File: src/ceau_map.vh
// Constants of the exception acceptance unit: offsets, fields, codes, vectors.
// Assumes a 32-bit core with 16-bit instructions and a same-clock pipeline.
// Summary of operation
// RL1 - Four acceptance levels: resets highest, external and debug interrupts lowest.
// RL2 - Same-cycle events: highest level wins; resets and interrupts are asynchronous.
// RL3 - General exceptions at level 2, earlier instruction's exception taken first.
// RL4 - Reserved, trap and slot-illegal exceptions share one execution priority.
// RL5 - Non-reset exceptions taken at boundaries, never between branch and slot.
// RL6 - Re-execution exception in a slot is taken before its branch.
// RL7 - Slot follows unconditional delayed branch, or conditional one when true.
// RL8 - Power-on and debug reset write 000, manual reset writes 020.
// RL9 - Miss or invalid: 040 read, 060 write, 070 inside a repeat loop.
// RL10 - Initial page write 080; protection 0A0 read, 0C0 write, 0D0 loop.
// RL11 - Address error 0E0 read, 100 write; trap instruction 160.
// RL12 - Illegal 180, slot illegal 1A0, user break 1E0, DMA error 5C0.
// RL13 - Interrupt codes: NMI 1C0, debug 5E0, levels 200 plus 20 per step.
// RL14 - Block bit 0: exceptions and interrupts are accepted.
// RL15 - Exception with block bit 1: reinit CPU state, branch to A0000000.
// RL16 - Interrupt with block bit 1 stays pending until block bit cleared.
// RL17 - Return: saved PC to PC, saved status to status, branch there.
// RL18 - Event registers respond only to privileged accesses.
// RL19 - Exception event register holds 12-bit code in bits 11..0, writable.
// RL20 - Interrupt event register takes code or priority code by source.
// RL21 - Second interrupt event register takes the interrupt code always.
// RL22 - Trap immediate stored in bits 9..2, other bits zero, writable.
// RL23 - On accept: save PC and status, set block, mode, bank, write code.
// RL24 - Resets vector to A0000000; others to base plus 400, 100 or 600.
`ifndef CEAU_MAP_VH
`define CEAU_MAP_VH
// ****************
// Register offsets
// ****************
`define CEAU_ADR_TRA   32'h0fffffd0
`define CEAU_ADR_EXP   32'h0fffffd4
`define CEAU_ADR_INT   32'h0fffffd8
`define CEAU_ADR_INT2  32'h04000000
// ****************
// Status fields
// ****************
`define CEAU_SR_MD     30
`define CEAU_SR_RB     29
`define CEAU_SR_BL     28
`define CEAU_SR_RST    32'h700000f0
`define CEAU_SR_ENTRY  32'h70000000
`define CEAU_TRA_LSB   2
// ****************
// Vectors
// ****************
`define CEAU_VEC_RST   32'ha0000000
`define CEAU_OFF_MISS  32'h00000400
`define CEAU_OFF_GEN   32'h00000100
`define CEAU_OFF_IRQ   32'h00000600
// ****************
// Exception kinds
// ****************
`define CEAU_K_MISS    4'h0
`define CEAU_K_INV     4'h1
`define CEAU_K_PROT    4'h2
`define CEAU_K_ADDR    4'h3
`define CEAU_K_IPW     4'h4
`define CEAU_K_TRAP    4'h5
`define CEAU_K_ILL     4'h6
`define CEAU_K_SLOT    4'h7
`define CEAU_K_UBRK    4'h8
`define CEAU_K_DMA     4'h9
// ****************
// Event codes
// ****************
`define CEAU_C_PON     12'h000
`define CEAU_C_MAN     12'h020
`define CEAU_C_TLBR    12'h040
`define CEAU_C_TLBW    12'h060
`define CEAU_C_LOOP    12'h070
`define CEAU_C_IPW     12'h080
`define CEAU_C_PROR    12'h0a0
`define CEAU_C_PROW    12'h0c0
`define CEAU_C_PROL    12'h0d0
`define CEAU_C_ADRR    12'h0e0
`define CEAU_C_ADRW    12'h100
`define CEAU_C_TRAP    12'h160
`define CEAU_C_ILL     12'h180
`define CEAU_C_SLOT    12'h1a0
`define CEAU_C_UBRK    12'h1e0
`define CEAU_C_DMA     12'h5c0
`define CEAU_C_NMI     12'h1c0
`define CEAU_C_DBGI    12'h5e0
`define CEAU_C_LVL0    12'h200
`endif

File: src/ceau_code.v
// Event code encoder: maps an exception kind or level to its 12-bit code.
// Pure combinational; the caller registers every result.
`timescale 1ns/1ps
`include "ceau_map.vh"
module ceau_code (
	// Exception description
	input  wire [3:0]  i_kind,
	input  wire        i_wr,
	input  wire        i_loop,
	// Interrupt level
	input  wire [3:0]  i_level,
	// Results
	output reg  [11:0] o_exc_code,
	output reg         o_miss_vec,
	output reg         o_complete,
	output wire [11:0] o_lvl_code
);
	// ****************
	// Level code
	// ****************
	assign o_lvl_code = `CEAU_C_LVL0 + {3'h0, i_level, 5'h00}; // RL13

	// ****************
	// Exception code
	// ****************
	always @* begin
		o_miss_vec = 1'b0;
		o_complete = 1'b0;
		case (i_kind)
			`CEAU_K_MISS: begin
				o_exc_code = i_loop ? `CEAU_C_LOOP : (i_wr ? `CEAU_C_TLBW : `CEAU_C_TLBR); // RL9
				o_miss_vec = ~i_loop; // RL24
			end
			`CEAU_K_INV:
				o_exc_code = i_loop ? `CEAU_C_LOOP : (i_wr ? `CEAU_C_TLBW : `CEAU_C_TLBR); // RL9
			`CEAU_K_PROT:
				o_exc_code = i_loop ? `CEAU_C_PROL : (i_wr ? `CEAU_C_PROW : `CEAU_C_PROR); // RL10
			`CEAU_K_ADDR:
				o_exc_code = i_loop ? `CEAU_C_LOOP : (i_wr ? `CEAU_C_ADRW : `CEAU_C_ADRR); // RL11
			`CEAU_K_IPW:
				o_exc_code = `CEAU_C_IPW; // RL10
			`CEAU_K_TRAP: begin
				o_exc_code = `CEAU_C_TRAP; // RL11
				o_complete = 1'b1;
			end
			`CEAU_K_ILL:
				o_exc_code = `CEAU_C_ILL; // RL12
			`CEAU_K_SLOT:
				o_exc_code = `CEAU_C_SLOT; // RL12
			`CEAU_K_UBRK:
				o_exc_code = `CEAU_C_UBRK; // RL12
			`CEAU_K_DMA: begin
				o_exc_code = `CEAU_C_DMA; // RL12
				o_complete = 1'b1;
			end
			default:
				o_exc_code = `CEAU_C_ILL;
		endcase
	end
endmodule // ceau_code

File: src/ceau_top.v
// Exception acceptance unit: ranks resets, exceptions and interrupts,
// records event codes, keeps status, saved PC/status and event registers.
// Assumes an in-order pipeline on i_clk presenting one instruction boundary
// at a time, and an interrupt controller that holds requests until acked.
`timescale 1ns/1ps
`include "ceau_map.vh"
module ceau_top (
	// Clock and reset
	input  wire        i_clk,
	input  wire        i_rst_n,
	// Reset pins and debug reset
	input  wire        i_pon_rst_n,
	input  wire        i_man_rst_n,
	input  wire        i_dbg_rst,
	input  wire        i_mem_busy,
	// Decode-stage boundary
	input  wire        i_dec_valid,
	input  wire [31:0] i_dec_pc,
	input  wire [31:0] i_dec_next_pc,
	input  wire        i_dec_exc,
	input  wire [3:0]  i_dec_kind,
	input  wire        i_dec_wr,
	input  wire        i_dec_loop,
	input  wire [7:0]  i_dec_imm,
	input  wire        i_dec_dbr,
	input  wire        i_dec_dbr_cond,
	input  wire        i_dec_cond_true,
	input  wire        i_dec_rte,
	// Core state
	input  wire [31:0] i_vector_base,
	input  wire        i_sr_wr,
	input  wire [31:0] i_sr_wdata,
	// Interrupt controller
	input  wire        i_nmi_req,
	input  wire        i_irq_req,
	input  wire [3:0]  i_irq_level,
	input  wire        i_irq_use_prio,
	input  wire [11:0] i_irq_prio_code,
	input  wire        i_dbgi_req,
	// Control area register port
	input  wire        i_reg_req,
	input  wire        i_reg_we,
	input  wire        i_reg_priv,
	input  wire [31:0] i_reg_addr,
	input  wire [31:0] i_reg_wdata,
	output reg  [31:0] o_reg_rdata,
	output reg         o_reg_ack,
	output reg         o_reg_err,
	// Flow control to the core
	output reg         o_pc_load,
	output reg  [31:0] o_pc_target,
	output reg         o_cpu_reinit,
	output reg  [31:0] o_sr,
	output reg  [31:0] o_spc,
	output reg  [31:0] o_ssr,
	// Interrupt acknowledge
	output reg         o_irq_ack,
	output reg  [1:0]  o_irq_src
);
	// ****************
	// Pin synchronisers
	// ****************
	reg pon_s1_q;
	reg pon_s2_q;
	reg man_s1_q;
	reg man_s2_q;

	always @(posedge i_clk) begin
		if (!i_rst_n) begin
			pon_s1_q <= 1'b1;
			pon_s2_q <= 1'b1;
			man_s1_q <= 1'b1;
			man_s2_q <= 1'b1;
		end else begin
			pon_s1_q <= i_pon_rst_n;
			pon_s2_q <= pon_s1_q;
			man_s1_q <= i_man_rst_n;
			man_s2_q <= man_s1_q;
		end
	end

	// ****************
	// State
	// ****************
	reg [11:0] exception_event_code_q;
	reg [11:0] interrupt_event_code_q;
	reg [11:0] interrupt_event_code_second_q;
	reg [7:0]  tra_q;
	reg        slot_q;
	reg [31:0] brpc_q;

	wire [11:0] exc_code;
	wire        miss_vec;
	wire        complete;
	wire [11:0] lvl_code;

	ceau_code u_code (
		.i_kind     (i_dec_kind),
		.i_wr       (i_dec_wr),
		.i_loop     (i_dec_loop),
		.i_level    (i_irq_level),
		.o_exc_code (exc_code),
		.o_miss_vec (miss_vec),
		.o_complete (complete),
		.o_lvl_code (lvl_code)
	);

	// ****************
	// Arbitration
	// ****************
	wire pon_req;
	wire man_req;
	wire take_rst;
	wire take_exc;
	wire int_open;
	wire take_nmi;
	wire take_dbgi;
	wire take_irq;
	wire take_int;
	wire take_rte;
	wire bl;
	wire [31:0] save_pc;

	assign bl       = o_sr[`CEAU_SR_BL];
	assign pon_req  = ~pon_s2_q | i_dbg_rst;
	// Manual reset lets the running memory access finish first
	assign man_req  = ~man_s2_q & ~i_mem_busy;
	assign take_rst = pon_req | man_req; // RL1
	// Kind is one code per instruction, so the three decode faults never collide
	assign take_exc = ~take_rst & i_dec_valid & i_dec_exc; // RL2 RL3 RL4 RL5
	// Interrupts wait while blocked or between a branch and its slot
	assign int_open = ~take_rst & i_dec_valid & ~i_dec_exc & ~bl & ~slot_q; // RL5 RL14 RL16
	assign take_nmi = int_open & i_nmi_req; // RL1
	assign take_dbgi = int_open & ~i_nmi_req & i_dbgi_req;
	assign take_irq = int_open & ~i_nmi_req & ~i_dbgi_req & i_irq_req;
	assign take_int = take_nmi | take_dbgi | take_irq;
	assign take_rte = ~take_rst & i_dec_valid & ~i_dec_exc & ~take_int & i_dec_rte;
	// Slot fault re-executes from the branch itself
	assign save_pc = slot_q ? brpc_q : (complete ? i_dec_next_pc : i_dec_pc); // RL6

	// ****************
	// Event flow
	// ****************
	always @(posedge i_clk) begin
		if (!i_rst_n) begin
			o_sr         <= `CEAU_SR_RST;
			o_spc        <= 32'h00000000;
			o_ssr        <= 32'h00000000;
			o_pc_load    <= 1'b0;
			o_pc_target  <= `CEAU_VEC_RST;
			o_cpu_reinit <= 1'b0;
			o_irq_ack    <= 1'b0;
			o_irq_src    <= 2'h0;
			slot_q       <= 1'b0;
			brpc_q       <= 32'h00000000;
		end else begin
			o_pc_load    <= 1'b0;
			o_cpu_reinit <= 1'b0;
			o_irq_ack    <= 1'b0;
			if (i_sr_wr)
				o_sr <= i_sr_wdata;
			if (i_dec_valid) begin
				slot_q <= i_dec_dbr & (~i_dec_dbr_cond | i_dec_cond_true); // RL7
				brpc_q <= i_dec_pc;
			end
			if (take_rst) begin
				o_sr         <= `CEAU_SR_RST; // RL8
				o_pc_load    <= 1'b1;
				o_pc_target  <= `CEAU_VEC_RST; // RL24
				o_cpu_reinit <= 1'b1;
				slot_q       <= 1'b0;
			end else if (take_exc && bl) begin
				// Nested fault: core restarts, event registers are kept
				o_sr         <= `CEAU_SR_RST; // RL15
				o_pc_load    <= 1'b1;
				o_pc_target  <= `CEAU_VEC_RST; // RL15
				o_cpu_reinit <= 1'b1; // RL15
				slot_q       <= 1'b0;
			end else if (take_exc) begin
				o_spc       <= save_pc; // RL23
				o_ssr       <= o_sr; // RL23
				o_sr        <= o_sr | `CEAU_SR_ENTRY; // RL23
				o_pc_load   <= 1'b1;
				o_pc_target <= i_vector_base + (miss_vec ? `CEAU_OFF_MISS : `CEAU_OFF_GEN); // RL24
				slot_q      <= 1'b0;
			end else if (take_int) begin
				o_spc       <= i_dec_pc; // RL23
				o_ssr       <= o_sr; // RL23
				o_sr        <= o_sr | `CEAU_SR_ENTRY; // RL23
				o_pc_load   <= 1'b1;
				o_pc_target <= i_vector_base + `CEAU_OFF_IRQ; // RL24
				o_irq_ack   <= 1'b1;
				o_irq_src   <= take_nmi ? 2'h2 : (take_dbgi ? 2'h1 : 2'h0);
				slot_q      <= 1'b0;
			end else if (take_rte) begin
				o_sr        <= o_ssr; // RL17
				o_pc_load   <= 1'b1;
				o_pc_target <= o_spc; // RL17
			end
		end
	end

	// ****************
	// Event registers
	// ****************
	wire hit_tra;
	wire hit_exp;
	wire hit_int;
	wire hit_int2;
	wire hit;
	wire sw_wr;

	assign hit_tra  = i_reg_addr == `CEAU_ADR_TRA;
	assign hit_exp  = i_reg_addr == `CEAU_ADR_EXP;
	assign hit_int  = i_reg_addr == `CEAU_ADR_INT;
	assign hit_int2 = i_reg_addr == `CEAU_ADR_INT2;
	assign hit      = hit_tra | hit_exp | hit_int | hit_int2;
	assign sw_wr    = i_reg_req & i_reg_we & i_reg_priv; // RL18

	// Software write first; a hardware event in the same cycle overrides it
	always @(posedge i_clk) begin
		if (!i_rst_n) begin
			exception_event_code_q  <= `CEAU_C_PON; // RL8
			interrupt_event_code_q  <= 12'h000;
			interrupt_event_code_second_q <= 12'h000;
			tra_q     <= 8'h00;
		end else begin
			if (sw_wr && hit_exp)
				exception_event_code_q <= i_reg_wdata[11:0]; // RL19
			if (sw_wr && hit_int)
				interrupt_event_code_q <= i_reg_wdata[11:0]; // RL20
			if (sw_wr && hit_tra)
				tra_q <= i_reg_wdata[9:2]; // RL22
			if (take_rst) begin
				exception_event_code_q <= pon_req ? `CEAU_C_PON : `CEAU_C_MAN; // RL8 RL19
			end else if (take_exc && !bl) begin
				exception_event_code_q <= exc_code; // RL19
				if (i_dec_kind == `CEAU_K_TRAP)
					tra_q <= i_dec_imm; // RL22
			end else if (take_nmi) begin
				interrupt_event_code_q  <= `CEAU_C_NMI; // RL13
				interrupt_event_code_second_q <= `CEAU_C_NMI; // RL21
			end else if (take_dbgi) begin
				interrupt_event_code_q  <= `CEAU_C_DBGI; // RL13
				interrupt_event_code_second_q <= `CEAU_C_DBGI; // RL21
			end else if (take_irq) begin
				interrupt_event_code_q  <= i_irq_use_prio ? i_irq_prio_code : lvl_code; // RL20
				interrupt_event_code_second_q <= lvl_code; // RL21
			end
		end
	end

	// ****************
	// Register port
	// ****************
	// Answer one cycle after the request; unprivileged or unmapped gives error
	always @(posedge i_clk) begin
		if (!i_rst_n) begin
			o_reg_ack   <= 1'b0;
			o_reg_err   <= 1'b0;
			o_reg_rdata <= 32'h00000000;
		end else begin
			o_reg_ack   <= i_reg_req;
			o_reg_err   <= i_reg_req & (~i_reg_priv | ~hit); // RL18
			o_reg_rdata <= 32'h00000000;
			if (i_reg_req && i_reg_priv && !i_reg_we) begin
				if (hit_tra)
					o_reg_rdata <= {22'h000000, tra_q, 2'h0}; // RL22
				else if (hit_exp)
					o_reg_rdata <= {20'h00000, exception_event_code_q}; // RL19
				else if (hit_int)
					o_reg_rdata <= {20'h00000, interrupt_event_code_q};
				else if (hit_int2)
					o_reg_rdata <= {20'h00000, interrupt_event_code_second_q};
			end
		end
	end
endmodule // ceau_top

File: config.mk
export PLATFORM = sky130hd
export DESIGN_NAME = ceau_top
export DESIGN_NICKNAME = d
export VERILOG_FILES = /design/src/ceau_code.v /design/src/ceau_top.v
export VERILOG_INCLUDE_DIRS = /design/src /design/src/src
export SDC_FILE = /design/constraint.sdc
export NUM_CORES = 1
export LEC_CHECK = 0
export BUFFER_PORTS_ARGS = -buffer_cell sky130_fd_sc_hd__buf_2
export CORE_MARGIN = 5
export CORE_UTILIZATION = 50
export CTS_CLUSTER_SIZE = 14
export DETAILED_ROUTE_END_ITERATION = 10
export PLACE_DENSITY = 0.81
export SLEW_MARGIN = 20
export SYNTH_ARGS = -nofsm -noshare
export SYNTH_HDL_FRONTEND = slang
export SYNTH_SLANG_ARGS = --single-unit
export TNS_END_PERCENT = 1
File: constraint.sdc
create_clock -name i_clk -period 3.2 [get_ports i_clk]
set_input_delay 0.8 -clock i_clk [delete_from_list [all_inputs] [get_ports i_clk]]
set_output_delay 0.8 -clock i_clk [all_outputs]
set_load 0.02 [all_outputs]
==> impl_summary.log <==
[metrics] cells taking the most area after synthesis: dfxtp_1 39%, mux2i_1 9.1%, nand2_1 5.3%
[metrics] beginning of the worst register-to-register path: o_sr[28]
[metrics] worst stage delay on the critical path: 0.36 ns
[metrics] final weighted congestion in routability-driven placement: 0.976
[metrics] endpoint required time on the critical path: 3.60 ns
[metrics] antenna violations before repair: 3
[metrics] area growth from synthesis to final layout: 27.2%
[metrics] Congestion Overflow GR: 0
[metrics] first-pass GRT wire length: 63700 um
[metrics] logic depth of the worst setup path including buffers: 11
[metrics] library cell used as clock root buffer: clkbuf_16
[metrics] highest attainable clock frequency: 387 MHz
[metrics] Initial Utilization: 50.2%
[metrics] post-layout net count: 1938
[metrics] number of buffers created by CTS: 26
[metrics] Comb pwr share: 11.9%
[metrics] slew margin rel.: 50.5%
[metrics] detail-routed net length per standard cell: 20.6 um
[metrics] CP Cell Sequence: buf_2 > nor2_1 > nand3_1 > ha_1 > ha_1 > a21oi_1 > nor2_1 > and3_1 > o21a_1 > a221oi_1 > a21oi_1
[metrics] start point of the worst min-delay path: man_s1_q
[metrics] result of the run: complete, no violations
[metrics] Core ar.: 22400 um^2
[metrics] maximum root-to-sink buffer count: 3
[metrics] remaining number of nets flagged by the antenna check after routing: 0
[metrics] post-CTS setup buffers: 0
[metrics] area fraction of the dominant cell type after synthesis: 39.4%
[metrics] largest net degree at the start of global routing: 111
[metrics] post-layout minimum cycle time: 2.59 ns
[metrics] Via Count: 11700
[metrics] fraction of power consumed by sequential logic: 42.3%
[metrics] Worst Hold End: man_s2_q
[metrics] number of global-route vias before repair: 11500
[metrics] share of cells above drive strength 1: 28.8%
[metrics] FF+latch count, synth: 222
[metrics] hold buffer count at CTS: 0
[metrics] number of max-capacitance violations reported: 0
[metrics] Yosys warning total: 0
[metrics] kind of cell with the highest combined delay on the critical path: compound AO/OA/AOI/OAI gates
[metrics] Diodes inserted: 0
[metrics] net switching power: 1.77 mW
[metrics] worst skew pair latency: 0.53 ns
[metrics] final standard cell utilization of the core: 63.9%
[metrics] setup slack after placement: 0.0877 ns
[metrics] worst r2r dst: o_sr[10]
[metrics] total clock sinks: 222
[metrics] total placed instance area: 13400 um^2
[metrics] final wirelength: 41100 um
[metrics] number of distinct library cells after synthesis: 74
[metrics] count of standard-cell rows: 55
[metrics] maximum fanout along the worst path: 5
[metrics] clock tree from TritonCTS: done
[metrics] Peak supply drop: 0.000381 V
[metrics] sum of negative setup slack: 0 ns
[metrics] final count of pins violating max slew: 0
[metrics] actual slew at the worst max-slew pin: 0.743 ns
[metrics] Max stage delay cell, worst path: a21oi_1
[metrics] Post-CTS Resized: 0
[metrics] hold path depth: 1
[metrics] Top FF cell, synth: dfxtp_1
[metrics] setup slack of the most critical reg-to-reg path: 0.77 ns
[metrics] unrepaired setup endpoints after global routing: no
[metrics] height of the die: 160 um
[metrics] mean instance size in the synthesized netlist: 8.37 um^2
[metrics] final total power: 6.79 mW
[metrics] path type of the worst min-delay path: reg2reg
[metrics] power density of the placed cells: 474 nW/um^2
[metrics] clock-pin slew on the worst setup and hold paths: 0.06 ns
[metrics] worst-case hold slack: 0.405 ns
[metrics] worst r2r path cells: 7
[metrics] most common cell after layout, fill and taps aside: buf_2
[metrics] via density per instance: 5.86
[metrics] final worst clock skew: 0.0112 ns
[metrics] net switching fraction of the power: 26.0%
[metrics] post-synthesis sequential area ratio: 39.4%
[metrics] Internal Dissipation: 5.02 mW
[metrics] finished layout cell area: 14300 um^2
[metrics] Top-Level Pins: 409
[metrics] cell leakage power: 6.19 nW
[metrics] half-perimeter wire length after placement: 30100 um
[metrics] Final period util: 80.8%
[metrics] final hold viol count: 0
[metrics] count of buffering cells on the critical path with inverters included: 1
[metrics] instance count of the mapped netlist: 1346
[metrics] final worst setup slack: 0.614 ns
[metrics] Final Setup Violations: 0
[metrics] first drt pass iteration count: 6
[metrics] number of instances in the placed design: 1949
[metrics] post-synthesis async set-or-reset flop share: 0%
[metrics] Initial DRC Count: 913
[metrics] Clock Power Share: 45.8%
[metrics] port bufs: 368
[metrics] category of the worst setup path launch point: input port
[metrics] full die area: 25600 um^2
[metrics] synthesized area: 11300 um^2
[metrics] Crit. End Element: flip-flop
[metrics] overall fraction of global-route tracks in use: 30.3%
[metrics] DRC Markers: 0
[metrics] non-filler cells in the finished layout: 1996
[metrics] Data arrival, critical path: 2.99 ns
[metrics] Die W: 160 um
[metrics] start-to-end type of the worst setup path: in2reg
[metrics] commonest cells after routing, fill and taps aside: 367 x buf_2, 221 x dfxtp_1, 158 x nand2_1
[metrics] number of flops mapped to enable cells by yosys: 0
[metrics] htree depth: 1
[metrics] library cell occupying the most area in the post-synthesis netlist: dfxtp_1
## worst max path at each step
stage	startpoint	end	slack, ns
after floorplan	i_dec_kind[2]	o_pc_target[18]	0.38
after global placement	i_dec_kind[2]	o_pc_target[18]	0.15
after detailed placement	i_dec_kind[2]	o_pc_target[20]	0.09
after global routing	i_dec_kind[2]	o_pc_target[18]	0.40
final	i_dec_kind[2]	o_pc_target[18]	0.61
after CTS	i_dec_kind[2]	o_pc_target[20]	0.63
## power by group through the flow
stage                     clock (mW)  sequential [mW]  combinational (mW)
after detailed placement           0             2.93               0.797
final                           3.11             2.87               0.809
after floorplan                    0             2.97               0.413
after global routing            3.28             2.88               0.878
after CTS                       3.13             2.87               0.801
after global placement             0             2.93               0.783
## state kept, by name, summed over array words and instances (netlist names), 2 cells and up
signal and cells:
interrupt_event_code_second_q 6, tra_q 8, o_irq_src 2, o_reg_rdata 12
o_spc 32, o_ssr 32, interrupt_event_code_q 12, o_sr 32
brpc_q 32, o_pc_target 32, exception_event_code_q 12
## layer usage
layer	GRT usage, %	vias to the layer above	part of all wire [%]
li1	-	5506	-
met2	52.3	614	48
met3	7.64	104	9.4
met1	36.9	5467	39
met4	9.93	6	3.2
met5	0	-	0.090
## synthesized netlist by cell type (32+ instances only)
library cell / number
inv_1: 32
nor3_1: 33
dfxtp_1: 222
o21ai_0: 62
nor2_1: 106
mux2i_1: 103
a21oi_1: 71
a211oi_1: 39
nand2_1: 159
nor2b_1: 42
clkbuf_1: 67
a21boi_1: 34
## layout make-up
type                       count  area, um^2
fill                        1985        8100
multi-input combinational    994        6250
sequential                   222        4450
timing repair buffer         415        2250
clock buffer                  36         790
tap                          285         357
inverter                      33         124
clock inverter                11         120
## worst register-to-register path, cell delays in order (launching register included)
cell      delay, ns
dfxtp_1        0.61
nor2_1         0.15
o31a_1         0.16
o21ai_2        0.59
o21a_1         0.26
buf_12         0.23
nor2_1         0.10
a211oi_1       0.24
## kinds of logic after synthesis
family / after synthesis / share of synthesized area, %
compound gates: 361 / 21.8
xor+xnor: 19 / 1.48
fa+ha+maj: 4 / 0.444
buf+inv: 149 / 6.03
flops: 222 / 39.4
mux: 111 / 9.95
other cells: 1 / 0.0333
simple gates: 479 / 20.9
(Power assumes the default switching activity.)
